<file path="src/odf_pkg.sv">
// Purpose: Shared constants and carrier types for the output data formatter.
// Assumes: One 12-bit sample word plus an overrange bit per sample.
// Notes:   The configuration register resets to all zeros.

package odf_pkg;

  // ==========================================================================
  // Register map
  localparam logic [7:0] ODF_FORMAT_ADDR = 8'h04;
  localparam logic [7:0] ODF_FORMAT_RESET = 8'h00;
  localparam logic [7:0] ODF_FORMAT_USED_MASK = 8'h3f;

  // ==========================================================================
  // Field positions inside the format register
  localparam int ODF_SIGNED_BIT = 0;
  localparam int ODF_SCRAMBLE_BIT = 1;
  localparam int ODF_POLARITY_BIT = 2;
  localparam int ODF_PATTERN_LSB = 3;
  localparam int ODF_PATTERN_MSB = 5;

  // ==========================================================================
  // Sample word layout and test pattern codes
  localparam int ODF_SAMPLE_W = 12;

  localparam logic [2:0] ODF_PAT_OFF = 3'h0;
  localparam logic [2:0] ODF_PAT_ZERO = 3'h1;
  localparam logic [2:0] ODF_PAT_ONE = 3'h3;
  localparam logic [2:0] ODF_PAT_CHECKER = 3'h5;
  localparam logic [2:0] ODF_PAT_ALTERNATE = 3'h7;

  localparam logic [12:0] ODF_WORD_ZEROS = 13'h0000;
  localparam logic [12:0] ODF_WORD_ONES = 13'h1fff;
  localparam logic [12:0] ODF_CHECKER_A = 13'h1555;
  localparam logic [12:0] ODF_CHECKER_B = 13'h0aaa;

  // Bits inverted in alternate bit polarity mode (every odd bit).
  localparam logic [11:0] ODF_POLARITY_MASK = 12'haaa;

  typedef struct packed {
    logic overrange_flag;
    logic [ODF_SAMPLE_W-1:0] sample_bits;
  } odf_word_t;

  // Mirrors bits 5..0 of the format register.
  typedef struct packed {
    logic [2:0] test_pattern_select;
    logic bit_polarity_alternation;
    logic output_scrambler_enable;
    logic signed_format_select;
  } odf_cfg_t;

endpackage

</file>
<file path="src/odf_skid_buf.sv">
// Purpose: Two-entry buffer with valid and ready on both sides.
// Assumes: Single clock, synchronous active-low reset.
// Notes:   All outputs come from flip-flops; no word is lost on a stall.

`timescale 1ns/1ps
`default_nettype none

module odf_skid_buf #(
  parameter int WIDTH = 13
) (
  input wire logic mclk,               // System clock.
  input wire logic nrst,               // Synchronous reset, active low.
  input wire logic s_valid,            // Source offers a word.
  output logic s_ready,                // Buffer can take a word.
  input wire logic [WIDTH-1:0] s_data, // Word from the source.
  output logic m_valid,                // Head word is valid.
  input wire logic m_ready,            // Sink takes the head word.
  output logic [WIDTH-1:0] m_data      // Head word.
);

  initial begin
    if (WIDTH < 1) begin
      $error("odf_skid_buf: WIDTH must be at least 1");
    end
  end

  logic spare_valid;
  logic [WIDTH-1:0] spare_data;
  logic next_spare_valid;
  logic [WIDTH-1:0] next_spare_data;
  logic next_m_valid;
  logic [WIDTH-1:0] next_m_data;
  logic push;
  logic pop;

  // ==========================================================================
  // Next state
  always_comb begin
    push = s_valid && s_ready;
    pop = m_valid && m_ready;
    next_m_valid = m_valid;
    next_m_data = m_data;
    next_spare_valid = spare_valid;
    next_spare_data = spare_data;
    if (spare_valid) begin
      if (pop) begin
        next_m_data = spare_data;
        next_spare_valid = 1'b0;
      end
    end else if (push) begin
      if (!m_valid || pop) begin
        next_m_data = s_data;
        next_m_valid = 1'b1;
      end else begin
        next_spare_data = s_data;
        next_spare_valid = 1'b1;
      end
    end else if (pop) begin
      next_m_valid = 1'b0;
    end
  end

  // ==========================================================================
  // Registers
  always_ff @(posedge mclk) begin
    if (!nrst) begin
      m_valid <= 1'b0;
      m_data <= '0;
      spare_valid <= 1'b0;
      spare_data <= '0;
      s_ready <= 1'b0;
    end else begin
      m_valid <= next_m_valid;
      m_data <= next_m_data;
      spare_valid <= next_spare_valid;
      spare_data <= next_spare_data;
      s_ready <= !next_spare_valid;
    end
  end

endmodule

`default_nettype wire

</file>
<file path="src/odf_output_formatter.sv">
// Purpose: Output data formatting stage of a 12-bit sampling converter.
// Assumes: Conversion words arrive synchronous to mclk with valid/ready.
// Notes:   One register at 04h steers test patterns, and the polarity,
//          scrambling and number format of every passed conversion word.

`timescale 1ns/1ps
`default_nettype none

// Notes on behaviour
// - Pattern code 000 passes conversion results; undefined codes 010, 100 and 110 do the same.
// - Code 001 drives all outputs low; code 011 drives all outputs high.
// - Code 101 alternates overrange and sample between 1 0101.. and 0 1010...
// - Code 111 alternates overrange and sample between all zeros and all ones.
// - Bit 2 set enables alternate bit polarity on output data.
// - Bit 1 set enables the output randomizer; clear passes plain data.
// - Bit 0 clear gives offset binary; set gives two's complement.
// - Alternate bit polarity forces offset binary whatever bit 0 says.
module odf_output_formatter
  import odf_pkg::*;
(
  input wire logic mclk,             // System clock, 200 MHz.
  input wire logic nrst,             // Synchronous reset, active low.
  input wire logic reg_wr_en,        // Register write strobe.
  input wire logic reg_rd_en,        // Register read strobe.
  input wire logic [7:0] reg_addr,   // Register address.
  input wire logic [7:0] reg_wdata,  // Register write data.
  output logic [7:0] reg_rdata,      // Register read data.
  output logic reg_rd_valid,         // Read data valid pulse.
  input wire logic conv_valid,       // Conversion word offered.
  output logic conv_ready,           // Formatter takes the word.
  input wire odf_word_t conv_word,   // Raw conversion word.
  output logic data_valid,           // Formatted word valid.
  input wire logic data_ready,       // Capture side takes the word.
  output odf_word_t data_word        // Formatted output word.
);

  localparam int WORD_W = $bits(odf_word_t);

  initial begin
    if (ODF_SAMPLE_W < 2) begin
      $error("odf_output_formatter: sample width below 2 is not served");
    end
  end

  // ==========================================================================
  // Transform functions
  function automatic odf_word_t shape_word(input odf_word_t w,
                                           input odf_cfg_t c);
    odf_word_t r;
    r = w;
    // The core delivers offset binary; flipping the MSB gives two's
    // complement, but polarity alternation keeps offset binary.
    if (c.signed_format_select && !c.bit_polarity_alternation) begin
      r.sample_bits[ODF_SAMPLE_W-1] = ~r.sample_bits[ODF_SAMPLE_W-1];
    end
    // The randomizer folds the LSB into every higher bit; the capture side
    // undoes it by the same XOR with the received LSB.
    if (c.output_scrambler_enable) begin
      r.sample_bits[ODF_SAMPLE_W-1:1] = r.sample_bits[ODF_SAMPLE_W-1:1]
        ^ {(ODF_SAMPLE_W-1){r.sample_bits[0]}};
    end
    if (c.bit_polarity_alternation) begin
      r.sample_bits = r.sample_bits ^ ODF_POLARITY_MASK;
    end
    return r;
  endfunction

  function automatic logic is_alternating(input logic [2:0] code);
    return (code == ODF_PAT_CHECKER) || (code == ODF_PAT_ALTERNATE);
  endfunction

  // ==========================================================================
  // Configuration register
  logic [7:0] format_reg;
  logic [7:0] next_format_reg;
  logic [7:0] next_reg_rdata;
  logic next_reg_rd_valid;
  odf_cfg_t cfg;

  always_comb begin
    next_format_reg = format_reg;
    if (reg_wr_en && (reg_addr == ODF_FORMAT_ADDR)) begin
      next_format_reg = reg_wdata & ODF_FORMAT_USED_MASK;
    end
    next_reg_rd_valid = reg_rd_en;
    next_reg_rdata = 8'h00;
    if (reg_rd_en && (reg_addr == ODF_FORMAT_ADDR)) begin
      next_reg_rdata = format_reg;
    end
  end

  always_ff @(posedge mclk) begin
    if (!nrst) begin
      format_reg <= ODF_FORMAT_RESET;
      reg_rdata <= 8'h00;
      reg_rd_valid <= 1'b0;
    end else begin
      format_reg <= next_format_reg;
      reg_rdata <= next_reg_rdata;
      reg_rd_valid <= next_reg_rd_valid;
    end
  end

  assign cfg = odf_cfg_t'(format_reg[ODF_PATTERN_MSB:ODF_SIGNED_BIT]);

  // ==========================================================================
  // Word selection
  logic phase;
  logic next_phase;
  logic accept;
  logic buf_ready;
  odf_word_t formatted;

  // The word is built from the register as it stands when the word is
  // accepted, so a later write cannot touch a buffered or presented word.
  always_comb begin
    accept = conv_valid && buf_ready;
    unique case (cfg.test_pattern_select)
      ODF_PAT_ZERO: formatted = odf_word_t'(ODF_WORD_ZEROS);
      ODF_PAT_ONE: formatted = odf_word_t'(ODF_WORD_ONES);
      ODF_PAT_CHECKER: begin
        formatted = odf_word_t'(phase ? ODF_CHECKER_B
                                      : ODF_CHECKER_A);
      end
      ODF_PAT_ALTERNATE: begin
        formatted = odf_word_t'(phase ? ODF_WORD_ONES
                                      : ODF_WORD_ZEROS);
      end
      // Code 000 and every unused code pass conversion results.
      default: formatted = shape_word(conv_word, cfg);
    endcase
    next_phase = phase;
    if (accept) begin
      next_phase = is_alternating(cfg.test_pattern_select) ? ~phase
                                                           : 1'b0;
    end
  end

  always_ff @(posedge mclk) begin
    if (!nrst) begin
      phase <= 1'b0;
    end else begin
      phase <= next_phase;
    end
  end

  // ==========================================================================
  // Output buffer
  logic [WORD_W-1:0] buf_out;

  odf_skid_buf #(
    .WIDTH(WORD_W)
  ) u_buf (
    .mclk(mclk),
    .nrst(nrst),
    .s_valid(conv_valid),
    .s_ready(buf_ready),
    .s_data(formatted),
    .m_valid(data_valid),
    .m_ready(data_ready),
    .m_data(buf_out)
  );

  assign conv_ready = buf_ready;
  assign data_word = odf_word_t'(buf_out);

endmodule

`default_nettype wire

</file>
<file path="config.mk">
export PLATFORM = sky130hd
export DESIGN_NAME = odf_output_formatter
export DESIGN_NICKNAME = d
export VERILOG_FILES = /design/src/odf_pkg.sv /design/src/odf_skid_buf.sv /design/src/odf_output_formatter.sv
export SDC_FILE = /design/constraint.sdc
export NUM_CORES = 1
export LEC_CHECK = 0
export ABC_AREA = 0
export BUFFER_PORTS_ARGS = -buffer_cell sky130_fd_sc_hd__buf_2
export CAP_MARGIN = 20
export CELL_PAD_IN_SITES_DETAIL_PLACEMENT = 0
export CELL_PAD_IN_SITES_GLOBAL_PLACEMENT = 1
export CORE_MARGIN = 2
export CORE_UTILIZATION = 38
export DETAILED_ROUTE_END_ITERATION = 6
export PLACE_DENSITY = 0.82
export SKIP_LAST_GASP = 1
export SLEW_MARGIN = 10
export SYNTH_ARGS = -nofsm -noshare
export SYNTH_HDL_FRONTEND = slang
export SYNTH_SLANG_ARGS = --single-unit
</file>
<file path="constraint.sdc">
create_clock -name mclk -period 1.9 [get_ports mclk]
set_input_delay 0.095 -clock mclk [delete_from_list [all_inputs] [get_ports mclk]]
set_output_delay 0.095 -clock mclk [all_outputs]
set_load 0.03 [all_outputs]
</file>
==> results.json, run 1 <==
{
  "run_status": "finished clean",
  "fin_area_um2": 2447,
  "synth_compound_area_share_pct": 23.76,
  "clk_latency_ns": 0.29,
  "syn_inst": 215,
  "synth_warnings": 0,
  "antenna_found_initial": 0,
  "synth_top_area_share_pct": 42.68,
  "max_cap_violations": 0,
  "port_buffers": 54,
  "clock_skew_ns": 0.006033,
  "power_leakage_nw": 1.248,
  "drt_wl_total_mm": 4.704,
  "critPathBufInv": 0,
  "placed_area_um2": 2361,
  "nets": 304,
  "critPathMaxStageDelay_ns": 0.43,
  "synthDistinctLibCells": 34,
  "layout-drive-gt1-share_pct": 28.52,
  "synthMostInstantiatedCell": "dfxtp_1",
  "synth_xor_xnor_area_share_pct": 7.134,
  "clkTransAtPathRegs_ns": 0.08,
  "gp_congestion": 0.7557,
  "cts-root-buf": "clkbuf_8",
  "synth-edff-count": 0,
  "synthSimpleGateAreaFrac_pct": 17.18,
  "vias": 1747,
  "ys_seq_area_share_pct": 42.68,
  "crit_slowest_cell": "a211oi_2",
  "rrSetupSlack_ns": 0.26,
  "synth_top_family_by_area": "compound AO/OA/AOI/OAI gates",
  "grt_max_degree": 20,
  "crit_required_ns": 2.09,
  "n_antenna_cell": 0,
  "syn-cell-area_um2": 2017,
  "die_w_um": 76.86,
  "async_flop_share_pct": 0,
  "initial_core_util_pct": 39.49,
  "synth_flop_cell": "dfxtp_1",
  "core_area_um2": 5107,
  "row_count": 26,
  "first_global_vias": 1681,
  "synth_area_per_cell_um2": 9.381,
  "cts_tree": "built",
  "hold_end": "reg_rd_valid",
  "area_growth_pct": 21.34,
  "timing.rr.start": "format_reg[5]",
  "worstPathCellList": "mux2_2 > a211oi_2 > o21ai_0 > o211a_1",
  "die_h_um": 76.86,
  "peakVddDrop_v": 0.0003536,
  "rsz0062_at_grt": "no",
  "vias_per_cell": 5.138,
  "reg2reg_depth": 4,
  "grt_overflow_total": 0,
  "grt_use_total_pct": 17.27,
  "cts_buffer_depth": 2,
  "drcViolationCount": 0,
  "crit_fanout": 6,
  "clock_sinks": 43,
  "synthTopCellsByCount": "43 x dfxtp_1, 33 x o21ai_0, 11 x o211a_1, 11 x or3_1, 10 x a21oi_1",
  "wl_per_cell_um": 13.84,
  "hold_viol": 0,
  "timing.setup.tns_ns": 0,
  "dpl.hpwl_mm": 3.323,
  "fmax_mhz": 610.2,
  "io_pins": 59,
  "yosys-top-cells-area": "dfxtp_1 43%, o21ai_0 8.2%, xnor3_1 6.7%",
  "utilization_pct": 47.92,
  "min_from": "reg_rd_en",
  "setup_violations": 0,
  "cts_setup_buffers": 0,
  "hold_class": "primary input to flip-flop",
  "reg.largest.list": "u_buf.m_data (13), u_buf.spare_data (13)",
  "endpoint_kind": "flip-flop",
  "period_minus_slack_ns": 1.639,
  "fillers": 522,
  "hold_depth": 2,
  "critical_path_class": "flip-flop to flip-flop",
  "startpoint": "format_reg[5]",
  "slew_viol_final": 0,
  "crit_family": "compound AO/OA/AOI/OAI gates",
  "h-tree-depth": 2,
  "worstPathArrival_ns": 1.82,
  "ys_ff_latch": 43,
  "synthMuxAreaShare_pct": 4.094,
  "grt_pass1_wl_mm": 8.183,
  "r2r_end": "u_buf.spare_data[9]",
  "drt_iter0_markers": 174,
  "cp-start-kind": "flip-flop",
  "synthAdderAreaFrac_pct": 0,
  "cts_buffers": 5,
  "dieArea_um2": 5907,
  "antenna_left": 0,
  "fin_crit_sh_pct": 86.25,
  "p_per_area_nw_per_um2": 714.6,
  "yosysTopAreaCell": "dfxtp_1",
  "drt_pass1_iterations": 4
}
power by group:
group | internal [mW] | switching [mW]
registers | 0.931 | 0.0179
logic | 0.0988 | 0.145
clock network | 0.258 | 0.297
worst reg2reg max path: stages (launching register included):
cell and delay (ns):
dfxtp_1 0.40, mux2_2 0.38, a211oi_2 0.43, o21ai_0 0.18
o211a_1 0.16
how the worst max path moves through the flow:
stage                               end  cells after the start
floorplan               u_buf.m_data[7]                      5
global placement    u_buf.spare_data[8]                      4
detailed placement  u_buf.spare_data[6]                      4
CTS                 u_buf.spare_data[2]                      4
global route        u_buf.spare_data[9]                      4
finish              u_buf.spare_data[9]                      4
kinds of logic after synthesis:
family | after synthesis
XOR/XNOR | 7
flip-flops | 43
AO/OA/AOI/OAI | 74
buffers and inverters | 21
multiplexers | 8
AND/OR/NAND/NOR | 61
other | 1
placed cells by master, fill, tap and decap left out:
cell type,instances
conb_1,2
clkbuf_1,2
nand2_1,7
clkbuf_8,5
clkinv_1,1
a21oi_1,10
xnor3_1,6
nor2_1,9
a31o_1,5
nor2_4,1
o211ai_1,4
xnor2_1,1
a21boi_2,1
nor4_1,1
a211oi_2,1
or3_1,11
nand3_1,8
and3_1,1
nor4b_1,1
nand4_1,5
o211a_1,11
clkinv_2,1
nand2b_1,4
nor3_1,1
and2_1,9
dfxtp_1,43
buf_2,54
mux2_2,2
inv_1,3
buf_4,9
mux2i_1,6
or2_2,2
a31oi_1,9
nand3b_4,1
o21ai_0,33
routing by layer:
layer | track usage [%] | part of all wire, %
met2 | 26.67 | 46
met3 | 3.765 | 5.3
met4 | 6.727 | 1.7
met1 | 23.48 | 47
met5 | 0 | 0
stage by stage:
| step | setup WS, ns | hold WS, ns | std cells | total power, mW |
|---|---|---|---|---|
| after floorplan | 0.4669 | 0.2322 | 216 | 1.124 |
| after global placement | 0.2373 | 0.3213 | 332 | 1.213 |
| after detailed placement | 0.2134 | 0.3297 | 332 | 1.214 |
| after CTS | 0.1919 | 0.02680 | 340 | 1.772 |
| after global routing | 0.1564 | 0.02987 | 340 | 1.837 |
| final | 0.2612 | 0.03425 | 340 | 1.749 |
repair_timing:
item,in CTS,in global routing
resized for setup,0,1
setup endpoints to repair,0,3
hold buffers,0,0
area by class of cell:
class                      instances  area [µm²]  share of cell area (%)
sequential                        43       860.8                   35.17
timing repair buffer              63       337.8                   13.80
multi-input combinational        152        1065                   43.51
inverter                           4       15.01                  0.6135
clock inverter                     1       5.005                  0.2045
clock buffer                       7       76.32                   3.119
tap                               70       87.58                   3.579
No activity file was read; power rests on OpenSTA's default activity.
==> run 2: changes to the inputs <==
==> constraint.sdc (replaced) <==
create_clock -name mclk -period 1.9 [get_ports mclk]
set_input_delay 0.19 -clock mclk [delete_from_list [all_inputs] [get_ports mclk]]
set_output_delay 0.19 -clock mclk [all_outputs]
set_load 0.03 [all_outputs]
==> results.json, run 2 (synthesis results as in run 1) <==
{
  "die_w_um": 76.86,
  "timing.setup.tns_ns": 0,
  "initial_core_util_pct": 39.49,
  "crit_family": "simple AND/OR/NAND/NOR gates",
  "hold_class": "primary input to flip-flop",
  "period_minus_slack_ns": 1.676,
  "pwr-share-clk_pct": 32.3,
  "clk_latency_ns": 0.30,
  "row_count": 26,
  "seq_power_share_pct": 53.8,
  "critPathBufInv": 0,
  "peakVddDrop_v": 0.0004017,
  "setup_violations": 0,
  "vias_per_cell": 5.250,
  "grt_use_total_pct": 17.03,
  "critical_path_class": "flip-flop to flip-flop",
  "worstPathArrival_ns": 1.87,
  "antenna_left": 0,
  "die_h_um": 76.86,
  "cts_buffers": 5,
  "total_power_mw": 1.764,
  "cts_tree": "built",
  "slew_headroom_pct": 50.52,
  "crit_slowest_cell": "nor2_2",
  "p_switching_mw": 0.4750,
  "cp-start-kind": "flip-flop",
  "area_growth_pct": 21.09,
  "grt_max_degree": 20,
  "port_buffers": 54,
  "max_cap_violations": 0,
  "wl_per_cell_um": 14.24,
  "pwr-share-comb_pct": 13.9,
  "mostFrequentLayoutCell": "buf_2",
  "run_status": "finished clean",
  "grt_pass1_wl_mm": 8.010,
  "dp_slack_ns": 0.2293,
  "h-tree-depth": 2,
  "critPathMaxStageDelay_ns": 0.61,
  "cts_hold_buffers": 0,
  "setup_ws_ns": 0.2239,
  "final_cell_mix": "54 x buf_2, 43 x dfxtp_1, 33 x o21ai_0",
  "crit_required_ns": 2.10,
  "cts-root-buf": "clkbuf_8",
  "core_area_um2": 5107,
  "gp_congestion": 0.7676,
  "drt_pass1_iterations": 4,
  "slew_viol_final": 0,
  "layout-drive-gt1-share_pct": 28.52,
  "cts_setup_buffers": 0,
  "worstPathCellList": "nand2b_1 > nor2_2 > nand4_1 > o211a_1",
  "crit_fanout": 18,
  "cts_buffer_depth": 2,
  "reg.largest.list": "u_buf.m_data (13), u_buf.spare_data (13)",
  "endpoint_kind": "flip-flop",
  "drt_wl_total_mm": 4.841,
  "dpl.hpwl_mm": 3.382,
  "antenna_found_initial": 0,
  "grt_overflow_total": 0,
  "io_pins": 59,
  "fin_crit_sh_pct": 88.21,
  "p_sw_share_pct": 26.94,
  "fmax_mhz": 596.6,
  "cts_resized": 0,
  "hold_viol": 0,
  "p_int_mw": 1.288,
  "clock_sinks": 43,
  "nets": 304,
  "vias": 1785,
  "drcViolationCount": 0,
  "clkTransAtPathRegs_ns": 0.08,
  "first_global_vias": 1713,
  "n_antenna_cell": 0,
  "rsz0062_at_grt": "no",
  "tightestPinTransition_ns": 0.7414,
  "power_leakage_nw": 1.248,
  "drt_iter0_markers": 91,
  "clock_skew_ns": 0.006511,
  "p_per_area_nw_per_um2": 722.1,
  "dieArea_um2": 5907
}
-- run 2: changes by cell type in the layout (fill, tap and decap cells not counted) --
| cell | change |
|---|---|
| nor2_2 | +1 |
| nor2_4 | -1 |
-- run 2: per-stage QoR --
stage,util (%),hold WS [ns],cell area [µm²],instances
6_report,47.82,0.1171,2442,340
5_1_grt,47.82,0.1178,2442,340
4_1_cts,47.82,0.1098,2442,340
3_5_place_dp,46.23,0.4206,2361,332
3_3_place_gp,46.23,0.4147,2361,332
2_1_floorplan,-,0.3272,2021,216
-- run 2: layout make-up --
cell class / count / area [µm²]
clock inverters: 1 / 5.005
flip-flops and latches: 43 / 860.8
multi-input cells: 152 / 1060
inverters: 4 / 15.01
clock buffers: 7 / 76.32
repair buffers: 63 / 337.8
well taps: 70 / 87.58
fillers: 522 / 2665
-- run 2: worst paths after layout --
path,slack [ns],from,cells after the start,to
hold / removal,0.12,reg_rd_en,2,reg_rd_valid
setup / recovery,0.22,u_buf.m_valid,4,u_buf.spare_data[6]
hold reg to reg,0.48,u_buf.spare_data[12],2,u_buf.m_data[12]
setup reg to reg,0.22,u_buf.m_valid,4,u_buf.spare_data[6]
-- run 2: power by group through the flow --
stage                     clock (mW)  sequential [mW]  combinational [mW]
after detailed placement           0            0.970               0.246
after global routing           0.623            0.953               0.268
after floorplan                    0             1.02               0.106
after CTS                      0.584            0.949               0.247
final                          0.570            0.948               0.245
after global placement             0            0.970               0.243
-- run 2: metal layers --
layer	GRT usage, %	up-vias	routed length [µm]
met3	4.471	7	206
met4	6.000	0	68
li1	-	890	-
met2	26.67	40	2195
met1	22.65	848	2371
met5	0	-	0
